[config.mk]
export PLATFORM = sky130hd
export DESIGN_NAME = gg_regbank
export DESIGN_NICKNAME = d
export VERILOG_FILES = /design/src/rtl/gg_regbank.v
export VERILOG_INCLUDE_DIRS = /design/src /design/src/rtl
export SDC_FILE = /design/constraint.sdc
export NUM_CORES = 1
export LEC_CHECK = 0
export ABC_AREA = 0
export ABC_CLOCK_PERIOD_IN_PS = 9800
export BUFFER_PORTS_ARGS = -buffer_cell sky130_fd_sc_hd__buf_2
export CELL_PAD_IN_SITES_DETAIL_PLACEMENT = 0
export CELL_PAD_IN_SITES_GLOBAL_PLACEMENT = 1
export CORE_ASPECT_RATIO = 1.5
export CORE_MARGIN = 2
export CORE_UTILIZATION = 40
export DETAILED_ROUTE_END_ITERATION = 7
export PLACE_DENSITY_LB_ADDON = 0.25
export SYNTH_ARGS = -nofsm -noshare
export SYNTH_HDL_FRONTEND = slang
export SYNTH_SLANG_ARGS = --single-unit
[constraint.sdc]
create_clock -name clk -period 9.8 [get_ports clk]
set_clock_uncertainty 0.15 [all_clocks]
set_input_delay 1.47 -clock clk [delete_from_list [all_inputs] [get_ports clk]]
set_output_delay 1.47 -clock clk [all_outputs]
set_load 0.03 [all_outputs]
[src/rtl/gg_consts.vh]
// Constants for the charge monitor register bank.
// Assumes inclusion by bare name from the rtl folder.
`ifndef GG_CONSTS_VH
`define GG_CONSTS_VH

////////////////////////////////////////////////////////////////////////
// Register byte addresses
`define GG_A_STAT    5'h00
`define GG_A_CTRL    5'h01
`define GG_A_CNT_H   5'h02
`define GG_A_CNT_L   5'h03
`define GG_A_CHI_H   5'h04
`define GG_A_CHI_L   5'h05
`define GG_A_CLO_H   5'h06
`define GG_A_CLO_L   5'h07
`define GG_A_VRES_H  5'h08
`define GG_A_VRES_L  5'h09
`define GG_A_VHI_H   5'h0A
`define GG_A_VHI_L   5'h0B
`define GG_A_VLO_H   5'h0C
`define GG_A_VLO_L   5'h0D
`define GG_A_IRES_H  5'h0E
`define GG_A_IRES_L  5'h0F
`define GG_A_IHI_H   5'h10
`define GG_A_IHI_L   5'h11
`define GG_A_ILO_H   5'h12
`define GG_A_ILO_L   5'h13
`define GG_A_TRES_H  5'h14
`define GG_A_TRES_L  5'h15
`define GG_A_THI     5'h16
`define GG_A_TLO     5'h17
`define GG_A_LAST    5'h17

////////////////////////////////////////////////////////////////////////
// Status bit positions
`define GG_ST_UV     0
`define GG_ST_VOLT   1
`define GG_ST_CLO    2
`define GG_ST_CHI    3
`define GG_ST_TEMP   4
`define GG_ST_OVF    5
`define GG_ST_CUR    6

// Control field positions
`define GG_C_SHDN    0
`define GG_C_PIN_LO  1
`define GG_C_PIN_HI  2
`define GG_C_PRE_LO  3
`define GG_C_PRE_HI  5
`define GG_C_MODE_LO 6
`define GG_C_MODE_HI 7

// Pin configuration, converter mode and channel select codes, prescaler shift cap
`define GG_PIN_CC    2'h1
`define GG_PIN_ALERT 2'h2
`define GG_MODE_OFF  2'h0
`define GG_MODE_ONCE 2'h1
`define GG_MODE_SCAN 2'h2
`define GG_SEL_V     2'h0
`define GG_SEL_I     2'h1
`define GG_SEL_T     2'h2
`define GG_PRE_CAP   4'hC

////////////////////////////////////////////////////////////////////////
// Reset values and full-scale count
`define GG_STAT_RST  8'h01
`define GG_CTRL_RST  8'h3C
`define GG_CNTH_RST  8'h7F
`define GG_HI_RST    8'hFF
`define GG_LO_RST    8'h00
`define GG_FULL      16'hFFFF

// Timing
`define GG_SCAN_GAP_S 10
`define GG_CLK_HZ     10000000
// Ten seconds of clk, sized for the 27-bit pause counter
`define GG_SCAN_GAP_CYC 27'h5F5E100

`endif

[src/rtl/gg_regbank.v]
// Register bank, charge counter and alert logic of a battery charge monitor.
// Assumes a serial port engine presents byte accesses synchronous to clk,
// and the integrator and converter report events as one-cycle pulses.
`include "gg_consts.vh"
`default_nettype none

module gg_regbank #(
  parameter [26:0] SCAN_GAP_CYCLES = `GG_SCAN_GAP_CYC
) (
  input  wire        clk,
  input  wire        rst,
  input  wire [4:0]  reg_addr,
  input  wire [7:0]  reg_wdata,
  input  wire        reg_wr,
  input  wire        reg_rd,
  output reg  [7:0]  reg_rdata,
  input  wire        ara_done,
  input  wire        integ_tick,
  input  wire        integ_up,
  input  wire        supply_low,
  input  wire        conv_done,
  input  wire [15:0] conv_result,
  output reg         conv_req,
  output reg  [1:0]  conv_sel,
  input  wire        alert_or_full_pin_in,
  output reg         alert_or_full_pin_out,
  output reg         alert_or_full_pin_oe,
  output reg         analog_off
);

  localparam [2:0] S_IDLE = 3'h1;
  localparam [2:0] S_CONV = 3'h2;
  localparam [2:0] S_GAP  = 3'h4;
  localparam [26:0] GAP_LAST = SCAN_GAP_CYCLES - 27'h1;

  reg [7:0]  regs [0:23];
  reg [11:0] presc_reg;
  reg [11:0] presc_next;
  reg [2:0]  state_reg;
  reg [26:0] gap_reg;
  reg [15:0] chg_next;
  reg        wrap;
  reg        chi_hit;
  reg        clo_hit;
  reg        v_hit;
  reg        i_hit;
  reg        t_hit;
  reg [3:0]  pre_shift;
  integer    k;

  ////////////////////////////////////////////////////////////////////////
  // Reset contents per address
  function [7:0] rst_val;
    input [4:0] a;
    begin
      case (a)
        `GG_A_STAT:  rst_val = `GG_STAT_RST;
        `GG_A_CTRL:  rst_val = `GG_CTRL_RST;
        `GG_A_CNT_H: rst_val = `GG_CNTH_RST;
        `GG_A_CNT_L,
        `GG_A_CHI_H,
        `GG_A_CHI_L,
        `GG_A_VHI_H,
        `GG_A_VHI_L,
        `GG_A_IHI_H,
        `GG_A_IHI_L,
        `GG_A_THI:   rst_val = `GG_HI_RST;
        default:     rst_val = `GG_LO_RST;
      endcase
    end
  endfunction

  // Host-writable addresses only
  function wr_ok;
    input [4:0] a;
    begin
      case (a)
        `GG_A_STAT,
        `GG_A_VRES_H,
        `GG_A_VRES_L,
        `GG_A_IRES_H,
        `GG_A_IRES_L,
        `GG_A_TRES_H,
        `GG_A_TRES_L: wr_ok = 1'b0;
        default:      wr_ok = (a <= `GG_A_LAST);
      endcase
    end
  endfunction

  ////////////////////////////////////////////////////////////////////////
  // Decoded control and packed words
  wire [7:0]  ctrl     = regs[`GG_A_CTRL];
  wire [1:0]  mode     = ctrl[`GG_C_MODE_HI:`GG_C_MODE_LO];
  wire [2:0]  pre_f    = ctrl[`GG_C_PRE_HI:`GG_C_PRE_LO];
  wire [1:0]  pin_cfg  = ctrl[`GG_C_PIN_HI:`GG_C_PIN_LO];
  wire        shdn     = ctrl[`GG_C_SHDN];
  wire [15:0] chg_cnt  = {regs[`GG_A_CNT_H], regs[`GG_A_CNT_L]};
  wire [15:0] chi      = {regs[`GG_A_CHI_H], regs[`GG_A_CHI_L]};
  wire [15:0] clo      = {regs[`GG_A_CLO_H], regs[`GG_A_CLO_L]};
  wire [15:0] vhi      = {regs[`GG_A_VHI_H], regs[`GG_A_VHI_L]};
  wire [15:0] vlo      = {regs[`GG_A_VLO_H], regs[`GG_A_VLO_L]};
  wire [15:0] ihi      = {regs[`GG_A_IHI_H], regs[`GG_A_IHI_L]};
  wire [15:0] ilo      = {regs[`GG_A_ILO_H], regs[`GG_A_ILO_L]};
  wire [7:0]  thi      = regs[`GG_A_THI];
  wire [7:0]  tlo      = regs[`GG_A_TLO];

  // Counting stops in shutdown or sag; count itself is kept
  wire        count_en = !shdn && !supply_low;
  wire        step     = count_en && integ_tick;
  // Code 11 matches neither compare, so both functions stay off
  wire        cc_load  = (pin_cfg == `GG_PIN_CC) && !alert_or_full_pin_in;
  wire        got_conv = conv_done && (state_reg == S_CONV);
  wire        stat_clr = reg_rd && (reg_addr == `GG_A_STAT);
  wire [11:0] presc_top;

  ////////////////////////////////////////////////////////////////////////
  // Prescaler: M = 4^field, capped at 4096
  always @* begin
    if (pre_f >= 3'h6) begin
      pre_shift = `GG_PRE_CAP;
    end else begin
      pre_shift = {pre_f, 1'b0};
    end
  end

  assign presc_top = 12'hFFF >> (4'hC - pre_shift);

  // Integrator steps move the prescaler; its wrap moves the count
  always @* begin
    presc_next = presc_reg;
    chg_next   = chg_cnt;
    wrap       = 1'b0;
    if (step) begin
      if (integ_up) begin
        // >= covers the factor being lowered mid-count
        if (presc_reg >= presc_top) begin
          presc_next = 12'h000;
          chg_next   = chg_cnt + 16'h0001;
          wrap       = (chg_cnt == `GG_FULL);
        end else begin
          presc_next = presc_reg + 12'h001;
        end
      end else begin
        if (presc_reg == 12'h000) begin
          presc_next = presc_top;
          chg_next   = chg_cnt - 16'h0001;
          wrap       = (chg_cnt == 16'h0000);
        end else if (presc_reg > presc_top) begin
          presc_next = presc_top;
        end else begin
          presc_next = presc_reg - 12'h001;
        end
      end
    end
    if (cc_load) begin
      chg_next = `GG_FULL;
    end
  end

  ////////////////////////////////////////////////////////////////////////
  // Threshold compares
  always @* begin
    chi_hit = step && (chg_next > chi);
    clo_hit = step && (chg_next < clo);
    v_hit   = got_conv && (conv_sel == `GG_SEL_V) &&
              ((conv_result > vhi) || (conv_result < vlo));
    i_hit   = got_conv && (conv_sel == `GG_SEL_I) &&
              ((conv_result > ihi) || (conv_result < ilo));
    // Temperature limits are single bytes against the result's top byte
    t_hit   = got_conv && (conv_sel == `GG_SEL_T) &&
              ((conv_result[15:8] > thi) || (conv_result[15:8] < tlo));
  end

  wire [7:0] stat_set = {1'b0, i_hit, wrap, t_hit, chi_hit, clo_hit, v_hit, supply_low};

  ////////////////////////////////////////////////////////////////////////
  // Register file, flags, pin and outputs
  always @(posedge clk or posedge rst) begin
    if (rst) begin
      for (k = 0; k < 24; k = k + 1) begin
        regs[k] <= rst_val(k[4:0]);
      end
      presc_reg             <= 12'h000;
      reg_rdata             <= 8'h00;
      alert_or_full_pin_out <= 1'b0;
      alert_or_full_pin_oe  <= 1'b0;
      analog_off            <= 1'b0;
    end else begin
      presc_reg  <= presc_next;
      analog_off <= !count_en;
      // Open-drain: only ever pulls low
      alert_or_full_pin_out <= 1'b0;

      // Set wins over the read clear, so no event is lost
      if (stat_clr) begin
        regs[`GG_A_STAT] <= stat_set;
      end else begin
        regs[`GG_A_STAT] <= regs[`GG_A_STAT] | stat_set;
      end

      // Pin latch survives config changes until the response arrives
      if ((pin_cfg == `GG_PIN_ALERT) && (|stat_set[6:1])) begin
        alert_or_full_pin_oe <= 1'b1;
      end else if (ara_done) begin
        alert_or_full_pin_oe <= 1'b0;
      end

      regs[`GG_A_CNT_H] <= chg_next[15:8];
      regs[`GG_A_CNT_L] <= chg_next[7:0];

      if (got_conv) begin
        case (conv_sel)
          `GG_SEL_V: begin
            regs[`GG_A_VRES_H] <= conv_result[15:8];
            regs[`GG_A_VRES_L] <= conv_result[7:0];
          end
          `GG_SEL_I: begin
            regs[`GG_A_IRES_H] <= conv_result[15:8];
            regs[`GG_A_IRES_L] <= conv_result[7:0];
          end
          default: begin
            regs[`GG_A_TRES_H] <= conv_result[15:8];
            regs[`GG_A_TRES_L] <= conv_result[7:0];
          end
        endcase
        // Single sequence finished: back to sleep
        if ((conv_sel == `GG_SEL_T) && (mode == `GG_MODE_ONCE)) begin
          regs[`GG_A_CTRL][`GG_C_MODE_HI:`GG_C_MODE_LO] <= `GG_MODE_OFF;
        end
      end

      // Host write comes last and so wins over hardware updates
      if (reg_wr && wr_ok(reg_addr)) begin
        regs[reg_addr] <= reg_wdata;
      end

      if (reg_rd) begin
        if (reg_addr <= `GG_A_LAST) begin
          reg_rdata <= regs[reg_addr];
        end else begin
          reg_rdata <= 8'h00;
        end
      end
    end
  end

  ////////////////////////////////////////////////////////////////////////
  // Conversion sequencer: voltage, current, temperature
  always @(posedge clk or posedge rst) begin
    if (rst) begin
      state_reg <= S_IDLE;
      gap_reg   <= 27'h0000000;
      conv_req  <= 1'b0;
      conv_sel  <= `GG_SEL_V;
    end else begin
      conv_req <= 1'b0;
      case (state_reg)
        S_IDLE: begin
          // Shutdown bit set: no new sequence; a supply sag alone does not stop one
          if ((mode != `GG_MODE_OFF) && !shdn) begin
            conv_req  <= 1'b1;
            conv_sel  <= `GG_SEL_V;
            state_reg <= S_CONV;
          end
        end
        S_CONV: begin
          if (conv_done) begin
            if (conv_sel == `GG_SEL_T) begin
              if (mode == `GG_MODE_SCAN) begin
                gap_reg   <= 27'h0000000;
                state_reg <= S_GAP;
              end else begin
                state_reg <= S_IDLE;
              end
            end else begin
              conv_sel <= conv_sel + 2'h1;
              conv_req <= 1'b1;
            end
          end
        end
        S_GAP: begin
          // Leaving scan mode ends the pause at once
          if ((mode != `GG_MODE_SCAN) || (gap_reg == GAP_LAST)) begin
            state_reg <= S_IDLE;
          end else begin
            gap_reg <= gap_reg + 27'h0000001;
          end
        end
        default: begin
          state_reg <= S_IDLE;
        end
      endcase
    end
  end

endmodule // gg_regbank

`default_nettype wire

==> results of run 1 <==
## power breakdown
| group | internal [mW] | switching [mW] | total [mW] | leakage (nW) |
|---|---|---|---|---|
| Sequential | 1.32 | 0.264 | 1.58 | 2.93 |
| Combinational | 0.611 | 0.787 | 1.40 | 4.22 |
| Clock | 0.658 | 0.455 | 1.11 | 0.468 |
## routing by layer
metal  track usage [%]  wire length, um
met5                 0               24
met4              13.4             2950
met3              3.08             1780
met2              44.2            25200
met1              26.7            17900
## cells in the final DEF, fill, tap and decap left out, types with 5 or more instances in the layout
cell / n
nand2_1: 136
xnor2_1: 9
a21o_1: 13
inv_1: 127
dfstp_2: 77
and3_1: 25
and3b_1: 5
a21oi_1: 61
a31oi_1: 23
o211ai_1: 11
nand4_1: 23
a211oi_1: 8
and2_1: 6
o21a_1: 10
clkinv_2: 5
nor2b_1: 12
ha_1: 130
o211a_1: 5
or3_1: 6
a22oi_1: 12
clkbuf_16: 29
mux4_2: 52
o31ai_1: 12
buf_2: 50
mux2_2: 134
nand3_1: 37
nand2b_1: 8
nor3_1: 25
nor4_1: 10
and4_1: 5
dfrtp_1: 170
clkbuf_8: 5
buf_4: 11
clkinvlp_4: 5
nor2_1: 94
o21ai_0: 117
xor2_1: 24
## area by class of cell
cell class | instances | area (um^2) | share of cell area, %
inverter | 128 | 488 | 2.82
clock inverter | 15 | 170 | 0.983
clock buffer | 37 | 806 | 4.65
timing repair buffer | 61 | 333 | 1.92
tap | 495 | 619 | 3.58
multi-input combinational | 1080 | 8620 | 49.8
sequential | 247 | 6280 | 36.3
## metrics by stage
stage | worst slack (ns) | utilization [%] | total power, mW | cell area, um^2
after floorplan | 1.52 | - | 2.54 | 15700
after global placement | 4.19 | 42.4 | 2.96 | 16300
after detailed placement | 4.13 | 42.4 | 2.99 | 16300
after CTS | 4.11 | 44.9 | 4.12 | 17300
after global routing | 3.60 | 44.9 | 4.36 | 17300
final | 4.01 | 44.9 | 4.10 | 17300
## synth_stat cells, types with 3 or more instances
cell type / count
dfrtp_1: 170
nand2_1: 136
mux2_2: 134
ha_1: 130
inv_1: 128
o21ai_0: 117
nor2_1: 94
dfstp_2: 77
a21oi_1: 61
mux4_2: 52
clkbuf_1: 50
nand3_1: 37
and3_1: 25
nor3_1: 25
xor2_1: 24
a31oi_1: 23
nand4_1: 23
buf_2: 14
a21o_1: 13
a22oi_1: 12
nor2b_1: 12
o31ai_1: 12
o211ai_1: 11
nor4_1: 10
o21a_1: 10
xnor2_1: 9
a211oi_1: 8
nand2b_1: 8
and2_1: 6
or3_1: 6
and3b_1: 5
and4_1: 5
o211a_1: 5
buf_1: 4
mux2i_1: 4
nand3b_1: 4
o221ai_1: 4
o21ai_1: 3
o41ai_1: 3
or4_1: 3
or4_4: 3
## worst max-delay path: stages (launching register included)
cell      delay (ns)
dfstp_2         0.59
nand2_1         0.10
and2_1          0.17
ha_1            0.19
inv_1           0.05
ha_1            0.28
nand2b_1        0.22
ha_1            0.32
and4_1          0.22
a32o_1          0.25
nor3_1          0.69
nor4_1          0.17
o21ai_0         0.25
xor2_1          0.24
nand2_1         0.12
ha_1            0.30
nand4_1         0.11
or2_2           0.33
nor2_1          0.15
o21ai_0         0.11
a31o_2          0.29
and4_1          0.20
a41oi_1         0.19
## how the worst max path moves through the flow
stage,endpoint,slack [ns],cells after the start
global route,alert_or_full_pin_oe,3.60,22
detailed placement,alert_or_full_pin_oe,4.13,22
CTS,alert_or_full_pin_oe,4.11,22
finish,alert_or_full_pin_oe,4.01,22
global placement,alert_or_full_pin_oe,4.19,22
floorplan,async pin,1.52,1
## logic make-up (layout without fill, tap and decap cells)
| group | Yosys count | count (layout) |
|---|---|---|
| AO/OA/AOI/OAI | 308 | 308 |
| XOR/XNOR | 33 | 33 |
| adder cells (fa/ha/maj) | 130 | 130 |
| buffers and inverters | 197 | 241 |
| flip-flops | 247 | 247 |
| multiplexers | 190 | 190 |
| other | 1 | 1 |
| AND/OR/NAND/NOR | 418 | 418 |
==> results.json, run 1 <==
{
  "status": "finished, final reports clean",
  "die_h_um": 246,
  "grt_remaining_overflow": 0,
  "ys_seq_area_share_pct": 40.1,
  "synth_area_leaders": "dfrtp_1, dfstp_2, ha_1",
  "io_pins": 53,
  "grt_first_pass_wirelength_um": 73200,
  "cp_max_fo": 8,
  "synth.cell_area_um2": 15700,
  "dpl.cell_count": 2011,
  "holdWs_ns": 0.330,
  "htree_levels": 1,
  "grt_usage_pct": 24.2,
  "cts_tree": "done",
  "fmax_ghz": 0.173,
  "min_to": "reg_rdata[1]",
  "cts_sinks": 247,
  "routedWlPerCell_um": 23.2,
  "synthXorXnorAreaFrac_pct": 1.85,
  "period_share_pct": 59.1,
  "num-fill-cells": 3750,
  "worstPathArrival_ns": 6.13,
  "place.gp.congestion": 0.896,
  "synth_top_area_cell": "dfrtp_1",
  "dp_hpwl_um": 35100,
  "post-route-min-period_ns": 5.79,
  "hold_class": "reg -> reg",
  "fp.coreArea_um2": 38500,
  "via_per_inst": 5.81,
  "ys_seq_elements": 247,
  "synth_edf_count": 0,
  "synth_area_per_cell_um2": 10.3,
  "startpoint_type": "flip-flop",
  "synth_top_family_by_area": "multiplexers",
  "rsz0062_at_grt": "no",
  "maxCapViolCount": 0,
  "dr.pass1.iters": 5,
  "required_ns": 10.13,
  "synthAdderAreaFrac_pct": 10.4,
  "r2r_slack_ns": 4.01,
  "worstHoldStart": "reg_rdata[1]",
  "grt_max_degree": 121,
  "synthSimpleGateAreaFrac_pct": 13.3,
  "drt-initial-drc-count": 709,
  "cts_setup_buffers": 0,
  "synth-compound-area-share_pct": 12.1,
  "cts_resized": 0,
  "finalNonFillerCells": 2063,
  "area_growth_pct": 10.6,
  "syn_nets": 1693,
  "start_util_pct": 40.6,
  "grt_pass1_vias": 12100,
  "r2r-end": "alert_or_full_pin_oe",
  "hold_viol": 0,
  "fin_nets": 1715,
  "die-area_um2": 40800,
  "ys.flop_type": "dfrtp_1",
  "slew_headroom_pct": 30.7,
  "cp-end-kind": "flip-flop",
  "synth.area.mux_share_pct": 17.4,
  "async_flop_share_pct": 100,
  "cts_buffer_depth": 3,
  "io_buffers": 51,
  "cts_made_buffers": 28,
  "synth_top_area_share_pct": 27.2,
  "ys_warn_count": 0,
  "setup_tns_ns": 0,
  "powerDensity_nw_per_um2": 237,
  "ir_worst_vdd_v": 0.000144,
  "synth.distinct_cells": 73,
  "setup_viol": 0,
  "clock_latency_ns": 0.57,
  "antenna_found_initial": 3,
  "cts_hold_buf": 0,
  "vias": 12000,
  "whs_path_depth": 1,
  "root_buffer": "clkbuf_16",
  "die_w_um": 166,
  "postSynthCellCount": 1524,
  "placementRows": 88,
  "diodes": 0,
  "drive_above_1_share_pct": 25.1,
  "reg2reg_depth": 22,
  "critPathKind": "reg -> reg",
  "p_leak_nw": 7.61,
  "ant_nets": 0,
  "worst_slew_pin_slew_ns": 1.04,
  "maxSlewViolCount": 0,
  "drt-total-wl_um": 47800,
  "route.detailed.drc": 0,
  "path_clk_slew_ns": 0.07
}
Power figures use the tool's default switching activity.
==> inputs of run 2 (changes only) <==
--- a/config.mk
+++ b/config.mk
@@ -6,8 +6,8 @@
 export SDC_FILE = /design/constraint.sdc
 export NUM_CORES = 1
 export LEC_CHECK = 0
-export ABC_AREA = 0
-export ABC_CLOCK_PERIOD_IN_PS = 9800
+export ABC_AREA = 1
+export ABC_CLOCK_PERIOD_IN_PS = 4800
 export BUFFER_PORTS_ARGS = -buffer_cell sky130_fd_sc_hd__buf_2
 export CELL_PAD_IN_SITES_DETAIL_PLACEMENT = 0
 export CELL_PAD_IN_SITES_GLOBAL_PLACEMENT = 1
==> constraint.sdc (replaced) <==
create_clock -name clk -period 4.8 [get_ports clk]
set_clock_uncertainty 0.15 [all_clocks]
set_input_delay 0.72 -clock clk [delete_from_list [all_inputs] [get_ports clk]]
set_output_delay 0.72 -clock clk [all_outputs]
set_load 0.03 [all_outputs]
==> results.json, run 2 <==
{
  "status": "finished, final reports clean",
  "period_share_pct": 95.4,
  "place_ws_ns": 0.0687,
  "maxSlewViolCount": 0,
  "synth_area_leaders": "dfrtp_1, dfstp_2, ha_1",
  "final_cell_mix": "nand2_1, inv_1, o21ai_0",
  "critPathKind": "reg -> reg",
  "cp_max_fo": 7,
  "cp_slowest_cell": "dfstp_2",
  "htree_levels": 1,
  "route.detailed.drc": 0,
  "path_clk_slew_ns": 0.06,
  "dpl.cell_count": 2512,
  "place.gp.congestion": 0.924,
  "fin_nets": 2223,
  "ys_warn_count": 0,
  "r2r-end": "alert_or_full_pin_oe",
  "root_buffer": "clkbuf_16",
  "hold_viol": 0,
  "grt_remaining_overflow": 0,
  "synth_most_common_cell": "nand2_1",
  "required_ns": 5.11,
  "max_stage_delay_ns": 0.55,
  "setup_viol": 0,
  "p_leak_nw": 8.10,
  "maxCapViolCount": 0,
  "placementRows": 88,
  "cp-end-kind": "flip-flop",
  "synth.distinct_cells": 61,
  "antenna_found_initial": 1,
  "worstSetupEndpoint": "alert_or_full_pin_oe",
  "dp_hpwl_um": 38800,
  "holdWs_ns": 0.0894,
  "worstPathArrival_ns": 4.89,
  "dr.pass1.iters": 7,
  "grt_first_pass_wirelength_um": 82700,
  "die_w_um": 166,
  "clock_latency_ns": 0.58,
  "async_flop_share_pct": 100,
  "cts_tree": "done",
  "synth.cell_area_um2": 15700,
  "yosys-top-cells-count": "nand2_1, inv_1, o21ai_0",
  "setup_ws_ns": 0.219,
  "synth_top_area_share_pct": 27.1,
  "powerDensity_nw_per_um2": 471,
  "postSynthCellCount": 2010,
  "fmax_ghz": 0.218,
  "power_mw": 8.35,
  "worst_slew_pin_slew_ns": 1.09,
  "io_pins": 53,
  "synth_edf_count": 0,
  "routedWlPerCell_um": 20.8,
  "post-route-min-period_ns": 4.58,
  "drive_above_1_share_pct": 14.5,
  "finalNonFillerCells": 2572,
  "final_common_cell": "nand2_1",
  "critPathTopFamily": "simple AND/OR/NAND/NOR gates",
  "synth_area_per_cell_um2": 7.81,
  "ys_seq_area_share_pct": 40.0,
  "syn_nets": 2179,
  "ant_nets": 0,
  "area_growth_pct": 12.8,
  "grt_pass1_vias": 14200,
  "drt-total-wl_um": 53400,
  "cts_made_buffers": 28,
  "grt_max_degree": 98,
  "hold_class": "in -> async",
  "worst-path-stages": 34,
  "reg2reg_depth": 34,
  "vias": 14300,
  "ir_worst_vdd_v": 0.000292,
  "die-area_um2": 40900,
  "cts_sinks": 247,
  "drt-initial-drc-count": 950,
  "startpoint_type": "flip-flop",
  "cts_buffer_depth": 3,
  "grt_usage_pct": 26.0,
  "ys_seq_elements": 247,
  "num-fill-cells": 3877,
  "fp.coreArea_um2": 38600,
  "io_buffers": 51,
  "slew_headroom_pct": 27.6,
  "fin_util_pct": 45.8,
  "r2r_slack_ns": 0.22,
  "crit_top_cell": "nand2_1",
  "ys.flop_type": "dfrtp_1",
  "synth_top_area_cell": "dfrtp_1",
  "start_util_pct": 40.6,
  "via_per_inst": 5.56,
  "path_buf_inv": 4,
  "die_h_um": 247
}
[run 2: changes by cell type after synthesis, sizes merged, moves of 12 or more]
cell | before | now
a21oi | 62 | 84
a22o | 1 | 13
a22oi | 12 | 29
and3 | 25 | 1
inv | 128 | 294
mux2 | 134 | 0
mux4 | 52 | 0
nand2 | 136 | 439
nand3 | 37 | 64
nor2b | 12 | 0
nor3 | 27 | 40
o21ai | 120 | 311
o221ai | 5 | 23
o22ai | 3 | 15
[run 2: logic make-up after synthesis]
group	share of synthesized area (%)
flops	40.0
other cells	0.0239
compound gates	20.2
simple gates	19.6
buf+inv	9.10
xor+xnor	0.725
fa+ha+maj	10.4
[run 2: how the worst min path moves through the flow]
stage	endpoint	slack [ns]	start
floorplan	gap_reg[2]	0.29	gap_reg[2]
global placement	flip-flop	0.31	flip-flop
detailed placement	gap_reg[2]	0.31	gap_reg[2]
CTS	async pin	0.11	rst
global route	async pin	0.14	rst
finish	async pin	0.09	rst
[run 2: layout make-up]
| class | count | area [um^2] | area share (%) |
|---|---|---|---|
| repair buffers | 89 | 578 | 3.26 |
| multi-input cells | 1393 | 8110 | 45.8 |
| flip-flops and latches | 247 | 6280 | 35.4 |
| clock inverters | 18 | 216 | 1.22 |
| diodes | 1 | 2.50 | 0.0141 |
| clock buffers | 34 | 795 | 4.49 |
| inverters | 295 | 1110 | 6.27 |
| well taps | 495 | 619 | 3.50 |
[run 2: layer usage]
| metal | part of all wire [%] | track usage (%) |
|---|---|---|
| met5 | 0 | 0 |
| met4 | 4.5 | 11.7 |
| met3 | 4.6 | 2.66 |
| met2 | 51 | 48.0 |
| met1 | 40 | 30.5 |
[run 2: what timing repair did]
action                     CTS  global route
setup endpoints to repair    0             3
setup buffers                0             7
gates resized for setup      0            23
hold buffers                 0             0
[run 2: metrics by stage]
stage | area [um^2] | TNS (ns)
2_1_floorplan | 15700 | 0
3_3_place_gp | 16500 | 0
3_5_place_dp | 16500 | 0
4_1_cts | 17500 | 0
5_1_grt | 17700 | -0.0489
6_report | 17700 | 0
[run 2: worst reg2reg max path: cells and delay by family, from the launching register on]
kind            cells  cell delay (ns)
buf+inv             4             0.24
compound gates      5             0.76
flops               1             0.55
simple gates       21             1.80
fa+ha+maj           4             0.97
[run 2: power breakdown]
part,switching [mW],leakage (nW),internal [mW]
clock network,0.958,0.495,1.40
logic,1.79,4.63,1.02
registers,0.449,2.98,2.73
